==> src/rtl/idtr_pkg.sv <==
// Constants, types and helper function for the input delay tap registers
// Overview of operation
// - Other command codes load written value directly
// - Code 001 steps tap up, wraps
// - Code 010 steps tap down, wraps
// - Code 101 adds coarse step, modulo 512
// - Code 110 subtracts coarse step, modulo 512
// - Bits 8:0 read current tap value
// - Value includes alignment; updates keep alignment
// - Command bits 13,14,15, write-only, reset zero
// - Slice 2 at 0x14, slice 3 at 0x15
// - Register load mirrors fabric load, readout bus
// - Tap field read/write, reset zero, 12:9 reserved
package idtr_pkg;

  // ********************************
  // Widths and register map
  // ********************************
  localparam int ADDR_W = 8;
  localparam int DATA_W = 16;
  localparam int TAP_W = 9;
  localparam int NUM_SLICES = 2;
  localparam logic [ADDR_W-1:0] OFS_SLICE2 = 8'h14;
  localparam logic [ADDR_W-1:0] OFS_SLICE3 = 8'h15;
  localparam logic [NUM_SLICES-1:0][ADDR_W-1:0] SLICE_OFS = {OFS_SLICE3, OFS_SLICE2};

  // ********************************
  // Field positions and reset values
  // ********************************
  localparam int TAP_LSB = 0;
  localparam int TAP_MSB = 8;
  localparam int BIT_COARSE = 13;
  localparam int BIT_DOWN = 14;
  localparam int BIT_UP = 15;
  localparam logic [TAP_W-1:0] TAP_RESET = 9'h000;
  localparam logic [TAP_W-1:0] TAP_ONE = 9'h001;
  localparam logic [DATA_W-1:0] RDATA_IDLE = 16'h0000;

  // ********************************
  // Fabric bus placement
  // ********************************
  localparam int FAB_BASE = 18;
  localparam int FAB_LSB_SLICE2 = 18;
  localparam int FAB_LSB_SLICE3 = 27;
  localparam int FAB_W = NUM_SLICES * TAP_W;

  // ********************************
  // Commands {coarse, down, up}
  // ********************************
  localparam logic [2:0] CMD_UP = 3'h1;
  localparam logic [2:0] CMD_DOWN = 3'h2;
  localparam logic [2:0] CMD_COARSE_UP = 3'h5;
  localparam logic [2:0] CMD_COARSE_DOWN = 3'h6;

  // ********************************
  // Register port request
  // ********************************
  typedef struct packed {
    logic [ADDR_W-1:0] addr;
    logic [DATA_W-1:0] wdata;
    logic wr;
    logic rd;
  } idtr_req_s;

  // Next tap value for one write
  function automatic logic [TAP_W-1:0] idtr_next_tap(
    input logic [TAP_W-1:0] cur,
    input logic [DATA_W-1:0] wdata,
    input logic [TAP_W-1:0] step
  );
    logic [2:0] cmd;
    cmd = {wdata[BIT_COARSE], wdata[BIT_DOWN], wdata[BIT_UP]};
    case (cmd)
      CMD_UP: idtr_next_tap = cur + TAP_ONE;
      CMD_DOWN: idtr_next_tap = cur - TAP_ONE;
      CMD_COARSE_UP: idtr_next_tap = cur + step;
      CMD_COARSE_DOWN: idtr_next_tap = cur - step;
      default: idtr_next_tap = wdata[TAP_MSB:TAP_LSB];
    endcase
  endfunction

endpackage

==> src/rtl/idtr_top.sv <==
// Input delay tap registers for data slices 2 and 3
//
// Chosen here: the plain strobed port.
module idtr_top (
  input wire logic clk,
  input wire logic resetn,
  input wire idtr_pkg::idtr_req_s req,
  input wire logic [idtr_pkg::TAP_W-1:0] coarse_step,
  input wire logic [idtr_pkg::FAB_W-1:0] fabric_delay_load_bus,
  input wire logic [idtr_pkg::NUM_SLICES-1:0] fabric_delay_load,
  output logic [idtr_pkg::DATA_W-1:0] rdata,
  output logic [idtr_pkg::FAB_W-1:0] fabric_delay_readout_bus
);
  import idtr_pkg::*;

  // ********************************
  // Tap value storage
  // ********************************
  logic [NUM_SLICES-1:0][TAP_W-1:0] tap;
  logic [NUM_SLICES-1:0] wr_hit;
  logic [NUM_SLICES-1:0] rd_hit;
  logic [NUM_SLICES-1:0][TAP_W-1:0] next_tap;
  localparam int FAB_POS [NUM_SLICES] = '{FAB_LSB_SLICE2 - FAB_BASE, FAB_LSB_SLICE3 - FAB_BASE};

  for (genvar s = 0; s < NUM_SLICES; s++) begin : g_slice
    assign wr_hit[s] = req.wr && (req.addr == SLICE_OFS[s]);
    assign rd_hit[s] = req.rd && (req.addr == SLICE_OFS[s]);
    assign next_tap[s] = idtr_next_tap(tap[s], req.wdata, coarse_step);

    always_ff @(posedge clk) begin
      if (!resetn) begin
        tap[s] <= TAP_RESET;
      end else if (wr_hit[s]) begin
        tap[s] <= next_tap[s];
      end else if (fabric_delay_load[s]) begin
        tap[s] <= fabric_delay_load_bus[FAB_POS[s] +: TAP_W];
      end
    end

    assign fabric_delay_readout_bus[FAB_POS[s] +: TAP_W] = tap[s];

    // ********************************
    // Slice checks
    // ********************************
    // Direct load checks
    direct_load_a: assert property (@(posedge clk) disable iff (!resetn)
      wr_hit[s] && !(req.wdata[BIT_COARSE:BIT_COARSE] == 1'b0 && (req.wdata[BIT_DOWN]
      ^ req.wdata[BIT_UP])) && !(req.wdata[BIT_COARSE] && (req.wdata[BIT_DOWN]
      ^ req.wdata[BIT_UP]))
      |=> tap[s] == $past(req.wdata[TAP_MSB:TAP_LSB]))
      else $error("direct load wrong");
    step_up_a: assert property (@(posedge clk) disable iff (!resetn)
      wr_hit[s] && {req.wdata[BIT_COARSE], req.wdata[BIT_DOWN], req.wdata[BIT_UP]} == CMD_UP
      |=> tap[s] == TAP_W'($past(tap[s]) + TAP_ONE))
      else $error("step up wrong");
    step_down_a: assert property (@(posedge clk) disable iff (!resetn)
      wr_hit[s] && {req.wdata[BIT_COARSE], req.wdata[BIT_DOWN], req.wdata[BIT_UP]} == CMD_DOWN
      |=> tap[s] == TAP_W'($past(tap[s]) - TAP_ONE))
      else $error("step down wrong");
    coarse_up_a: assert property (@(posedge clk) disable iff (!resetn)
      wr_hit[s] && {req.wdata[BIT_COARSE], req.wdata[BIT_DOWN], req.wdata[BIT_UP]}
      == CMD_COARSE_UP
      |=> tap[s] == TAP_W'($past(tap[s]) + $past(coarse_step)))
      else $error("coarse up wrong");
    coarse_down_a: assert property (@(posedge clk) disable iff (!resetn)
      wr_hit[s] && {req.wdata[BIT_COARSE], req.wdata[BIT_DOWN], req.wdata[BIT_UP]}
      == CMD_COARSE_DOWN
      |=> tap[s] == TAP_W'($past(tap[s]) - $past(coarse_step)))
      else $error("coarse down wrong");
    slice_hold_a: assert property (@(posedge clk) disable iff (!resetn)
      !wr_hit[s] && !fabric_delay_load[s] |=> $stable(tap[s]))
      else $error("slice changed without cause");
    fabric_load_a: assert property (@(posedge clk) disable iff (!resetn)
      fabric_delay_load[s] && !wr_hit[s]
      |=> tap[s] == $past(fabric_delay_load_bus[FAB_POS[s] +: TAP_W]))
      else $error("fabric load wrong");
    write_wins_a: assert property (@(posedge clk) disable iff (!resetn)
      wr_hit[s] && fabric_delay_load[s]
      && {req.wdata[BIT_COARSE], req.wdata[BIT_DOWN], req.wdata[BIT_UP]} == 3'h0
      |=> tap[s] == $past(req.wdata[TAP_MSB:TAP_LSB]))
      else $error("fabric load beat register write");
    tap_reset_a: assert property (@(posedge clk)
      !resetn |=> tap[s] == TAP_RESET)
      else $error("tap not cleared by reset");
    wrap_up_c: cover property (@(posedge clk) disable iff (!resetn)
      wr_hit[s] && tap[s] == 9'h1ff && req.wdata[BIT_UP] && !req.wdata[BIT_DOWN]);
    wrap_down_c: cover property (@(posedge clk) disable iff (!resetn)
      wr_hit[s] && tap[s] == 9'h000 && req.wdata[BIT_DOWN] && !req.wdata[BIT_UP]);
  end

  // ********************************
  // Read port
  // ********************************
  // Tap value readback one cycle later
  always_ff @(posedge clk) begin
    if (!resetn) begin
      rdata <= RDATA_IDLE;
    end else if (rd_hit[0]) begin
      rdata <= {{(DATA_W-TAP_W){1'b0}}, tap[0]};
    end else if (rd_hit[1]) begin
      rdata <= {{(DATA_W-TAP_W){1'b0}}, tap[1]};
    end else begin
      rdata <= RDATA_IDLE;
    end
  end

  // ********************************
  // Read checks
  // ********************************
  read_back_a: assert property (@(posedge clk) disable iff (!resetn)
    rd_hit[1] |=> rdata == {7'h00, $past(tap[1])})
    else $error("slice 3 readback wrong");
  read_slice2_a: assert property (@(posedge clk) disable iff (!resetn)
    rd_hit[0] |=> rdata == {7'h00, $past(tap[0])})
    else $error("slice 2 readback wrong");
  upper_zero_a: assert property (@(posedge clk) disable iff (!resetn)
    rdata[DATA_W-1:TAP_W] == 7'h00)
    else $error("reserved or command bits read nonzero");
  read_idle_a: assert property (@(posedge clk) disable iff (!resetn)
    !(rd_hit[0] || rd_hit[1]) |=> rdata == RDATA_IDLE)
    else $error("read data outside read slot");
  rdata_reset_a: assert property (@(posedge clk)
    !resetn |=> rdata == RDATA_IDLE)
    else $error("read data not cleared by reset");
  readback_c: cover property (@(posedge clk) disable iff (!resetn)
    wr_hit[0] ##1 rd_hit[0]);
  coarse_c: cover property (@(posedge clk) disable iff (!resetn)
    wr_hit[1] && req.wdata[BIT_COARSE] && req.wdata[BIT_UP] && !req.wdata[BIT_DOWN]);

endmodule

==> config.mk <==
export PLATFORM = sky130hd
export DESIGN_NAME = idtr_top
export DESIGN_NICKNAME = d
export VERILOG_FILES = /design/src/rtl/idtr_pkg.sv /design/src/rtl/idtr_top.sv
export SDC_FILE = /design/constraint.sdc
export NUM_CORES = 1
export LEC_CHECK = 0
export BUFFER_PORTS_ARGS = -buffer_cell sky130_fd_sc_hd__buf_2
export CORE_MARGIN = 3
export CORE_UTILIZATION = 30
export CTS_BUF_LIST = sky130_fd_sc_hd__clkbuf_2
export CTS_CLUSTER_DIAMETER = 60
export DETAILED_ROUTE_END_ITERATION = 16
export GPL_ROUTABILITY_DRIVEN = 0
export PLACE_DENSITY = 0.51
export SYNTH_ARGS = -nofsm -noshare
export SYNTH_HDL_FRONTEND = slang
export SYNTH_SLANG_ARGS = --single-unit
==> constraint.sdc <==
create_clock -name clk -period 4.85 [get_ports clk]
set_clock_uncertainty 0.15 [all_clocks]
set_input_delay 0.97 -clock clk [delete_from_list [all_inputs] [get_ports clk]]
set_output_delay 0.97 -clock clk [all_outputs]
set_load 0.02 [all_outputs]
; Word level (Yosys, flattened, before mapping)
; Index checks and enable logic that the tools add are counted.
[totals]
memories = 0
inputBits = 57
wordCells = 34
register_bits = 34
ram_bits = 0
romBits = 0
latch_bits = 0
[classes]
shift = 0
n_lt_le_gt_ge = 0
n_mul = 0
muxes = 8
div = 0
n_eq_ne = 6
bitwise_logic = 1
add_sub_neg = 8
reduce_logical = 7
[op_table]
columns = operator, n
row1 = one-hot mux 9 bit (4 select lines), 2
row2 = two-way mux 9 bit, 6
row3 = adder 9 x 1 -> 9 bit (second input constant), 2
row4 = adder 9 bit, 2
row5 = subtractor 9 x 1 -> 9 bit (second input constant), 2
row6 = subtractor 9 bit, 2
row7 = equality test 8 x 5 -> 1 bit (second input constant), 2
row8 = equality test 3 bit (second input constant), 2
row9 = logical AND 1 bit, 4
row10 = nonzero test 2 bit, 2
row11 = equality test 3 x 1 -> 1 bit (second input constant), 1
row12 = equality test 3 x 2 -> 1 bit (second input constant), 1
row13 = OR reduction 2 bit, 1
row14 = inverter 1 bit, 1

; Logic depth before layout (Yosys ltp)
; Gate-level depths: netlist (run 1).
[depth]
word_depth = 4
depth_mapped = 15
ltp_nobuf = 14

; Worst setup path after synthesis (run 1)
; Ideal clock, no wire load.
[synth_timing]
path_kind = input to register
from = in req[17] (netlist bit)
to = reg tap, in the netlist fabric_delay_readout_bus[7]
path_buffers = 1
required_ps = 4605
path_stages = 14
setup_ps = 95
t_arrival_ps = 3537
path_slack_ps = 1067
path_cell_list = inv_1 -> ha_1 -> clkbuf_1 -> nand2b_1 -> o21ai_0 -> a22o_1 -> ha_1 -> a21oi_1 -> o21ai_0 -> a21oi_1 -> nand3_1 -> a2111o_1 -> a41o_1 -> a221oi_1
[synth_via]
elab_chain_cells = 3
[synth_rtl]
columns = element, line
row1 = start: declaration, idtr_top.sv:7  ; input wire idtr_pkg::idtr_req_s req,
row2 = equality test 3 bit (tied with other cells), idtr_pkg.sv:73  ; case (cmd)
row3 = one-hot mux 9 bit (4 select lines) (*), idtr_pkg.sv:73
row4 = two-way mux 9 bit (*), idtr_top.sv:33  ; end else if (wr_hit[s]) begin
row5 = end signal: indexed assignment, idtr_top.sv:34  ; tap[s] <= next_tap[s];
row6 = end signal: indexed assignment, idtr_top.sv:36  ; tap[s] <= fabric_delay_load_bus[FAB_POS[s] +: TAP_W];
row7 = end: declaration, idtr_top.sv:19  ; logic [NUM_SLICES-1:0][TAP_W-1:0] tap;
; Every way passes the cells marked *; elsewhere a longest branch is shown, timed or not.
; A chain may end at the register's enable or synchronous reset.

; Worst setup path in the final report (run 1)
; Ends and elaborated chain as after synthesis.

==> results of run 1 <==
## worst min path at each step
stage / cells past startpoint / slack, ns / to / from
after floorplan: 2 / 0.46 / rdata[0] / fabric_delay_readout_bus[0]
after global placement: 2 / 0.41 / rdata[8] / fabric_delay_readout_bus[17]
after detailed placement: 2 / 0.42 / rdata[8] / fabric_delay_readout_bus[17]
after CTS: 2 / 0.45 / rdata[8] / fabric_delay_readout_bus[17]
after global routing: 2 / 0.49 / rdata[4] / fabric_delay_readout_bus[13]
final: 2 / 0.44 / rdata[8] / fabric_delay_readout_bus[8]
## where the power goes
group / total [uW] / switching [uW] / internal (uW)
Combinational: 210 / 122 / 88.1
Sequential: 247 / 15.3 / 232
Clock: 89.7 / 67.9 / 21.7
## cells in the mapped netlist, types with 5 or more instances
| library cell | number | area (sq um) |
|---|---|---|
| dfxtp_1 | 27 | 541 |
| mux2i_1 | 25 | 250 |
| o21ai_0 | 21 | 105 |
| nand2_1 | 19 | 71.3 |
| a21oi_1 | 18 | 90.1 |
| nor2_1 | 18 | 67.6 |
| ha_1 | 15 | 188 |
| inv_1 | 14 | 52.6 |
| clkbuf_1 | 12 | 45.0 |
| xnor2_1 | 9 | 78.8 |
| buf_4 | 8 | 60.1 |
| xor2_1 | 8 | 70.1 |
| a211oi_1 | 7 | 52.6 |
| a22o_1 | 7 | 61.3 |
| nand2b_1 | 7 | 43.8 |
| nor3_1 | 7 | 35.0 |
| a21o_1 | 5 | 37.5 |
| and2_1 | 5 | 31.3 |
| and3_1 | 5 | 31.3 |
| nand3_1 | 5 | 25.0 |
## cell type report
| type | instances | area share (%) |
|---|---|---|
| clock buffers | 4 | 0.677 |
| inverters | 15 | 1.91 |
| multi-input cells | 250 | 61.2 |
| flip-flops and latches | 27 | 18.3 |
| well taps | 102 | 4.32 |
| repair buffers | 80 | 13.6 |
## routing by layer
layer / vias to the layer above / share of wire (%) / track usage [%] / wire (microns)
li1: 1276 / - / - / -
met1: 1121 / 51 / 21.8 / 3690
met2: 67 / 43 / 22.2 / 3120
met3: 4 / 4.9 / 1.65 / 356
met4: 0 / 0.88 / 3.51 / 64
met5: - / 0 / 0 / 0
## state kept, by name, summed over array words and instances (netlist names)
signal / flops
rdata: 9
fabric_delay_readout_bus: 18
## kinds of logic (layout without fill, tap and decap cells)
kind of cell               count (synthesis)  after routing  share of synthesized area, %
buffers and inverters                     41             99                          7.47
adders and majority gates                 20             20                          10.3
AOI/OAI and AO/OA                         89             89                          24.8
DFF                                       27             27                          21.5
xor gates and xnor gates                  17             17                          5.92
other                                      1              7                         0.149
and+or+nand+nor                           92             92                          19.9
muxes                                     25             25                          9.96
## per-stage QoR
step,area (sq um),std cells,power [uW],utilization (%)
finish,2960,478,547,37.3
global route,2960,478,581,37.3
CTS,2960,478,549,37.3
detailed placement,2940,474,461,37.0
global placement,2940,474,458,37.0
floorplan,2540,318,398,-
## worst min-delay path, cell delays in order (launching register included)
cell and delay, ns:
dfxtp_1 0.41, mux2i_1 0.13, nor2_1 0.05
==> impl_metrics.py, run 1 <==
metrics = {
    "status": {
        "status": "completed",
    },
    "critical_path": {
        "r2r_cells": 8,
        "crit_chain": "buf_2 -> inv_1 -> ha_1 -> nand2b_1 -> o21ai_0 -> a22o_1 -> ha_1 -> a21oi_1 -> o21ai_0 -> a21oi_1 -> nand3_1 -> a2111o_1 -> a41o_1 -> a221oi_1",
        "startpoint_type": "primary input",
        "slowest_delay_ns": 0.45,
        "arrival_ns": 3.95,
        "cp-end-kind": "flip-flop",
        "worstPathMaxFanout": 16,
        "r2r_slack_ns": 2.26,
        "startpoint": "req[17]",
        "reg2reg_from": "fabric_delay_readout_bus[2]",
        "rr_endpoint": "fabric_delay_readout_bus[7]",
        "critPathRequiredTime_ns": 5.00,
        "cp_num_cells": 14,
        "criticalPathCategory": "in -> reg",
        "endpoint": "fabric_delay_readout_bus[7]",
        "path_buf_inv": 2,
        "slowest_stage": "ha_1",
        "path_delay_family": "compound AO/OA/AOI/OAI gates",
    },
    "die": {
        "die_w_microns": 97.5,
        "fp.dieArea_sq_um": 9510,
        "die_h_microns": 97.5,
        "rows": 32,
        "core-area_sq_um": 7930,
        "start_util_pct": 31.7,
        "io_pins": 91,
    },
    "global_routing": {
        "track_usage_pct": 14.6,
        "grt_antenna_before_repair": 0,
        "grt_pass1_wl_mm": 11.6,
        "grt_pass1_vias": 2239,
        "overflow": 0,
        "grt_max_degree": 26,
    },
    "routing": {
        "wl_mm": 7.23,
        "drc": 0,
        "routed_via_density": 5.16,
        "postRouteAntennaNets": 0,
        "avgRoutedWirePerCell_microns": 15.1,
        "first_iter_violations": 115,
        "dr.pass1.iters": 4,
        "num_vias": 2468,
    },
    "clock_tree": {
        "post-cts-setup-buffers": 0,
        "postCtsHoldBufs": 0,
        "cts_resized": 0,
        "clkTransAtPathRegs_ns": 0.25,
        "clockBufferDepth": 2,
        "cts_tree": "built",
        "htreeDepth": 1,
        "cts_root_buf": "clkbuf_2",
        "numCtsBuffers": 3,
        "clock_latency_ns": 0.37,
        "clock_sinks": 27,
    },
    "placed_design": {
        "dp_slack_ns": 0.640,
        "io_buffers": 79,
        "dp_hpwl_mm": 5.77,
    },
    "final_layout": {
        "diodes": 0,
        "nets": 451,
        "final_cell_mix": "buf_2, dfxtp_1, mux2i_1",
        "area_growth_pct": 17.6,
        "fillCellCount": 852,
        "drive_gt1_share_pct": 23.7,
        "multi_input_area_sq_um": 1810,
        "layout_commonest_cell": "buf_2",
        "final-seq-area_sq_um": 541,
    },
    "sta": {
        "tns_ns": 0,
        "setup_slack_ns": 1.04,
        "finalCritPeriodShare_pct": 78.5,
        "finalSetupViolCount": 0,
        "worst_slew_pin_slew_ns": 0.663,
        "hold_ws_ns": 0.445,
        "max_freq_ghz": 0.263,
        "rsz0062_at_grt": "no",
        "slew_headroom_pct": 55.7,
        "final_hold_viol_count": 0,
        "period_needed_ns": 3.81,
        "maxSlewViolCount": 0,
    },
    "logic_synthesis": {
        "synth_edf_count": 0,
        "syn-instance-count": 312,
        "synth_ff_type": "dfxtp_1",
        "synth_area_sq_um": 2510,
        "synthDistinctLibCells": 55,
        "synthArstFlopShare_pct": 0,
        "synth-seq-area-share_pct": 21.5,
        "synth-seq-cells": 27,
        "synth.avg_cell_area_sq_um": 8.06,
        "yosysWarnings": 0,
    },
    "power": {
        "p_leak_uw": 0.00142,
        "ir_drop_mv": 0.0743,
        "powerDensity_nw_per_um2": 185,
    },
    "min_path": {
        "hold_path.class": "reg -> reg",
    },
    "job": {
        "maxCapViolations": 0,
    },
}
Note: power is estimated with default switching activity, not from simulation.
==> run 2: changes to the inputs <==
==> constraint.sdc (replaced) <==
create_clock -name clk -period 3.8 [get_ports clk]
set_clock_uncertainty 0.15 [all_clocks]
set_input_delay 0.76 -clock clk [delete_from_list [all_inputs] [get_ports clk]]
set_output_delay 0.76 -clock clk [all_outputs]
set_load 0.02 [all_outputs]
==> impl_metrics.py, run 2 (synthesized netlist as in run 1, its figures left out) <==
metrics = {
    "final_layout": {
        "area_growth_pct": 20.9,
        "nets": 462,
        "final_cell_mix": "buf_2, dfxtp_1, mux2i_1",
        "design_area_sq_um": 3040,
        "fillCellCount": 877,
        "diodes": 0,
        "largest_reg_flops": 18,
        "drive_gt1_share_pct": 25.8,
        "layout_commonest_cell": "buf_2",
    },
    "die": {
        "die_w_microns": 97.5,
        "io_pins": 91,
        "core-area_sq_um": 7930,
        "die_h_microns": 97.5,
        "rows": 32,
        "fp.dieArea_sq_um": 9510,
        "start_util_pct": 31.7,
    },
    "power": {
        "p_leak_uw": 0.00148,
        "powerDensity_nw_per_um2": 232,
        "total_power_uw": 704,
        "ir_drop_mv": 0.0954,
    },
    "critical_path": {
        "cp-end-kind": "flip-flop",
        "worstPathMaxFanout": 4,
        "critPathRequiredTime_ns": 3.93,
        "criticalPathCategory": "in -> reg",
        "arrival_ns": 3.48,
        "startpoint_type": "primary input",
    },
    "status": {
        "status": "completed",
    },
    "min_path": {
        "hold_path.class": "reg -> reg",
    },
    "routing": {
        "num_vias": 2487,
        "first_iter_violations": 113,
        "drc": 0,
        "dr.pass1.iters": 4,
        "wl_mm": 7.35,
        "routed_via_density": 5.09,
        "postRouteAntennaNets": 0,
        "avgRoutedWirePerCell_microns": 15.0,
    },
    "sta": {
        "maxSlewViolCount": 0,
        "final_hold_viol_count": 0,
        "period_needed_ns": 3.35,
        "finalCritPeriodShare_pct": 88.2,
        "finalSetupViolCount": 0,
        "tns_ns": 0,
        "slew_headroom_pct": 56.8,
        "rsz0062_at_grt": "no",
        "worst_slew_pin_slew_ns": 0.647,
        "max_freq_ghz": 0.298,
    },
    "global_routing": {
        "grt_pass1_vias": 2419,
        "grt_max_degree": 25,
        "grt_antenna_before_repair": 0,
        "grt_pass1_wl_mm": 11.9,
        "overflow": 0,
        "track_usage_pct": 14.9,
    },
    "placed_design": {
        "placed_area_sq_um": 3020,
        "dp_hpwl_mm": 5.95,
        "io_buffers": 79,
    },
    "clock_tree": {
        "postCtsHoldBufs": 0,
        "clock_latency_ns": 0.36,
        "clock_sinks": 27,
        "cts_tree": "built",
        "clockBufferDepth": 2,
        "post-cts-setup-buffers": 0,
        "clkTransAtPathRegs_ns": 0.24,
        "htreeDepth": 1,
        "cts_resized": 0,
        "numCtsBuffers": 3,
        "cts_root_buf": "clkbuf_2",
    },
    "job": {
        "maxCapViolations": 0,
    },
}
[run 2: cell count changes in the layout (fill, tap and decap cells not counted)]
cell / before / now
buf_4: 1 / 12
clkbuf_2: 4 / 3
clkinv_2: 0 / 1
[run 2: cell type report]
type / count / area [sq um] / area share (%)
flip-flops and latches: 27 / 541 / 17.8
multi-input cells: 250 / 1810 / 59.5
clock buffers: 3 / 15.0 / 0.494
inverters: 15 / 56.3 / 1.85
clock inverters: 1 / 5.00 / 0.165
well taps: 102 / 128 / 4.20
repair buffers: 91 / 485 / 16.0
[run 2: final timing paths]
path	from	slack, ns	cells past startpoint	endpoint
max reg2reg	fabric_delay_readout_bus[0]	1.27	10	fabric_delay_readout_bus[8]
min reg2reg	fabric_delay_readout_bus[8]	0.44	2	rdata[8]
min	fabric_delay_readout_bus[8]	0.44	2	rdata[8]
max	coarse_step[0]	0.45	14	fabric_delay_readout_bus[7]
[run 2: stage by stage]
| step | utilization [%] | hold WS [ns] | cells | setup WS [ns] |
|---|---|---|---|---|
| after floorplan | - | 0.456 | 318 | 0.228 |
| after global routing | 38.3 | 0.490 | 489 | 0.224 |
| final | 38.3 | 0.441 | 489 | 0.447 |
| after CTS | 38.3 | 0.445 | 489 | 0.452 |
| after detailed placement | 38.1 | 0.414 | 485 | 0.0613 |
| after global placement | 38.1 | 0.413 | 485 | 0.111 |
[run 2: power by group]
group          switching (uW)  internal (uW)  leakage, uW
sequential               19.1            296     0.000221
clock                    84.9           23.9    0.0000164
combinational             159            121      0.00124
total                     263            441      0.00148
[run 2: critical path: stages]
cell and delay, ns:
buf_2 0.12, inv_1 0.08, ha_1 0.16, nand2b_1 0.10, buf_4 0.15, o31ai_1 0.26
a22o_1 0.23, ha_1 0.28, and2_1 0.21, a21oi_1 0.15, nand3_1 0.13, a2111o_1 0.39
a41o_1 0.22, a221oi_1 0.24
[run 2: per-layer routing]
layer	global-route usage, %	wire length [microns]	share of wire [%]	vias to the layer above
met3	1.87	343	4.7	7
met1	21.1	3700	50	1105
met5	0	0	0	-
li1	-	-	-	1296
met4	4.26	108	1.5	0
met2	23.7	3190	43	79
==> run 3: changes to the inputs <==
==> constraint.sdc (replaced) <==
create_clock -name clk -period 3.4 [get_ports clk]
set_clock_uncertainty 0.15 [all_clocks]
set_input_delay 0.68 -clock clk [delete_from_list [all_inputs] [get_ports clk]]
set_output_delay 0.68 -clock clk [all_outputs]
set_load 0.02 [all_outputs]
==> impl_metrics.py, run 3 (synthesized netlist as in run 1, its figures left out) <==
metrics = {
    "sta": {
        "finalCritPeriodShare_pct": 95.0,
        "slew_headroom_pct": 58.5,
        "max_freq_ghz": 0.310,
        "hold_ws_ns": 0.437,
        "period_needed_ns": 3.23,
        "maxSlewViolCount": 0,
        "final_hold_viol_count": 0,
        "finalSetupViolCount": 0,
        "tns_ns": 0,
        "rsz0062_at_grt": "no",
        "worst_slew_pin_slew_ns": 0.622,
    },
    "routing": {
        "first_iter_violations": 72,
        "routed_via_density": 4.97,
        "num_vias": 2580,
        "drc": 0,
        "wl_mm": 7.23,
        "postRouteAntennaNets": 0,
        "avgRoutedWirePerCell_microns": 13.9,
        "dr.pass1.iters": 4,
    },
    "die": {
        "die_w_microns": 97.5,
        "rows": 32,
        "core-area_sq_um": 7930,
        "start_util_pct": 31.7,
        "fp.dieArea_sq_um": 9510,
        "io_pins": 91,
        "die_h_microns": 97.5,
    },
    "critical_path": {
        "reg2reg_from": "fabric_delay_readout_bus[9]",
        "arrival_ns": 3.37,
        "critPathRequiredTime_ns": 3.54,
        "r2r_cells": 10,
        "cp-end-kind": "flip-flop",
        "r2r_slack_ns": 0.90,
        "rr_endpoint": "fabric_delay_readout_bus[15]",
        "worstPathMaxFanout": 4,
        "startpoint_type": "primary input",
        "criticalPathCategory": "in -> reg",
    },
    "power": {
        "p_int_uw": 529,
        "ir_drop_mv": 0.111,
        "power_frac_clock_pct": 15.0,
        "p_leak_uw": 0.00163,
        "seqPwrFrac_pct": 42.7,
        "powerDensity_nw_per_um2": 250,
        "p_sw_share_pct": 35.9,
        "combPwrFrac_pct": 42.4,
        "netSwitchingPower_uw": 296,
        "total_power_uw": 825,
    },
    "final_layout": {
        "final_cell_mix": "buf_2, buf_4, dfxtp_1",
        "utilization_pct": 41.6,
        "layout_commonest_cell": "buf_2",
        "drive_gt1_share_pct": 31.7,
        "area_growth_pct": 31.1,
        "nets": 492,
        "final_cells": 519,
        "diodes": 0,
        "largest_reg_flops": 18,
        "fillCellCount": 834,
    },
    "global_routing": {
        "grt_max_degree": 18,
        "grt_antenna_before_repair": 0,
        "grt_pass1_vias": 2449,
        "grt_pass1_wl_mm": 11.9,
        "track_usage_pct": 14.8,
        "overflow": 0,
    },
    "status": {
        "status": "completed",
    },
    "clock_tree": {
        "clock_latency_ns": 0.35,
        "numCtsBuffers": 3,
        "cts_tree": "built",
        "cts_root_buf": "clkbuf_2",
        "clkTransAtPathRegs_ns": 0.24,
        "postCtsHoldBufs": 0,
        "clockBufferDepth": 2,
        "clock_sinks": 27,
        "htreeDepth": 1,
    },
    "placed_design": {
        "io_buffers": 79,
        "dp_hpwl_mm": 6.02,
        "dp_cells": 515,
    },
    "job": {
        "maxCapViolations": 0,
    },
    "min_path": {
        "min_path_cells": 2,
        "hold_end": "rdata[4]",
        "hold_path.class": "reg -> reg",
        "holdCritStartpoint": "fabric_delay_readout_bus[4]",
    },
}
[run 3: cell count changes in the layout (fill, tap and decap cells not counted), sizes merged]
cell / previous run / this run
clkbuf: 3 / 4
buf: 91 / 121
clkinv: 2 / 1
[run 3: per-stage QoR]
step | setup slack (ns) | area [sq um]
6_report | 0.169 | 3290
5_1_grt | 0.0164 | 3290
4_1_cts | 0.0960 | 3260
3_5_place_dp | -0.294 | 3240
3_3_place_gp | -0.255 | 3240
2_1_floorplan | 0.00445 | 2540
[run 3: what timing repair did]
action                     CTS  global route
setup endpoints to repair    0             2
hold endpoints to repair     0             0
buffers inserted             0             0
gates resized for setup      0             4
[run 3: worst max path at each step]
stage / startpoint / endpoint / slack [ns] / cells past startpoint
6_report: coarse_step[0] / fabric_delay_readout_bus[16] / 0.17 / 13
5_1_grt: req[17] / fabric_delay_readout_bus[7] / 0.02 / 14
3_3_place_gp: coarse_step[0] / fabric_delay_readout_bus[8] / -0.25 / 15
4_1_cts: coarse_step[0] / fabric_delay_readout_bus[8] / 0.1 / 15
3_5_place_dp: coarse_step[0] / fabric_delay_readout_bus[8] / -0.29 / 15
2_1_floorplan: req[17] / fabric_delay_readout_bus[7] / 0.004 / 14
[run 3: routing by layer]
metal | global-route usage, % | part of all wire, % | up-vias
li1 | - | - | 1362
met1 | 21.2 | 51 | 1149
met2 | 23.8 | 43 | 65
met3 | 1.87 | 5.2 | 4
met4 | 3.19 | 0.80 | 0
met5 | 0 | 0 | -
[run 3: area by class of cell]
type                    count  area [sq um]  share of cell area (%)
flip-flops and latches     27           541                    16.4
multi-input cells         250          1840                    55.8
well taps                 102           128                    3.87
clock buffers               4          20.0                   0.608
inverters                  15          56.3                    1.71
repair buffers            121           711                    21.6
[run 3: power by group through the flow]
stage | clock, uW | sequential [uW] | combinational, uW
6_report | 123 | 352 | 349
5_1_grt | 136 | 355 | 391
4_1_cts | 125 | 352 | 347
3_5_place_dp | 0 | 358 | 346
3_3_place_gp | 0 | 358 | 342
2_1_floorplan | 0 | 363 | 205
[run 3: critical path, stage by stage]
cell and delay, ns:
buf_2 0.10, inv_1 0.07, ha_1 0.16, nand2b_1 0.10, or4_1 0.44, nand3b_1 0.10, o21ai_0 0.08, a22o_1 0.30
ha_1 0.33, and4_1 0.18, a2111oi_0 0.37, a31oi_1 0.15, o31a_1 0.30
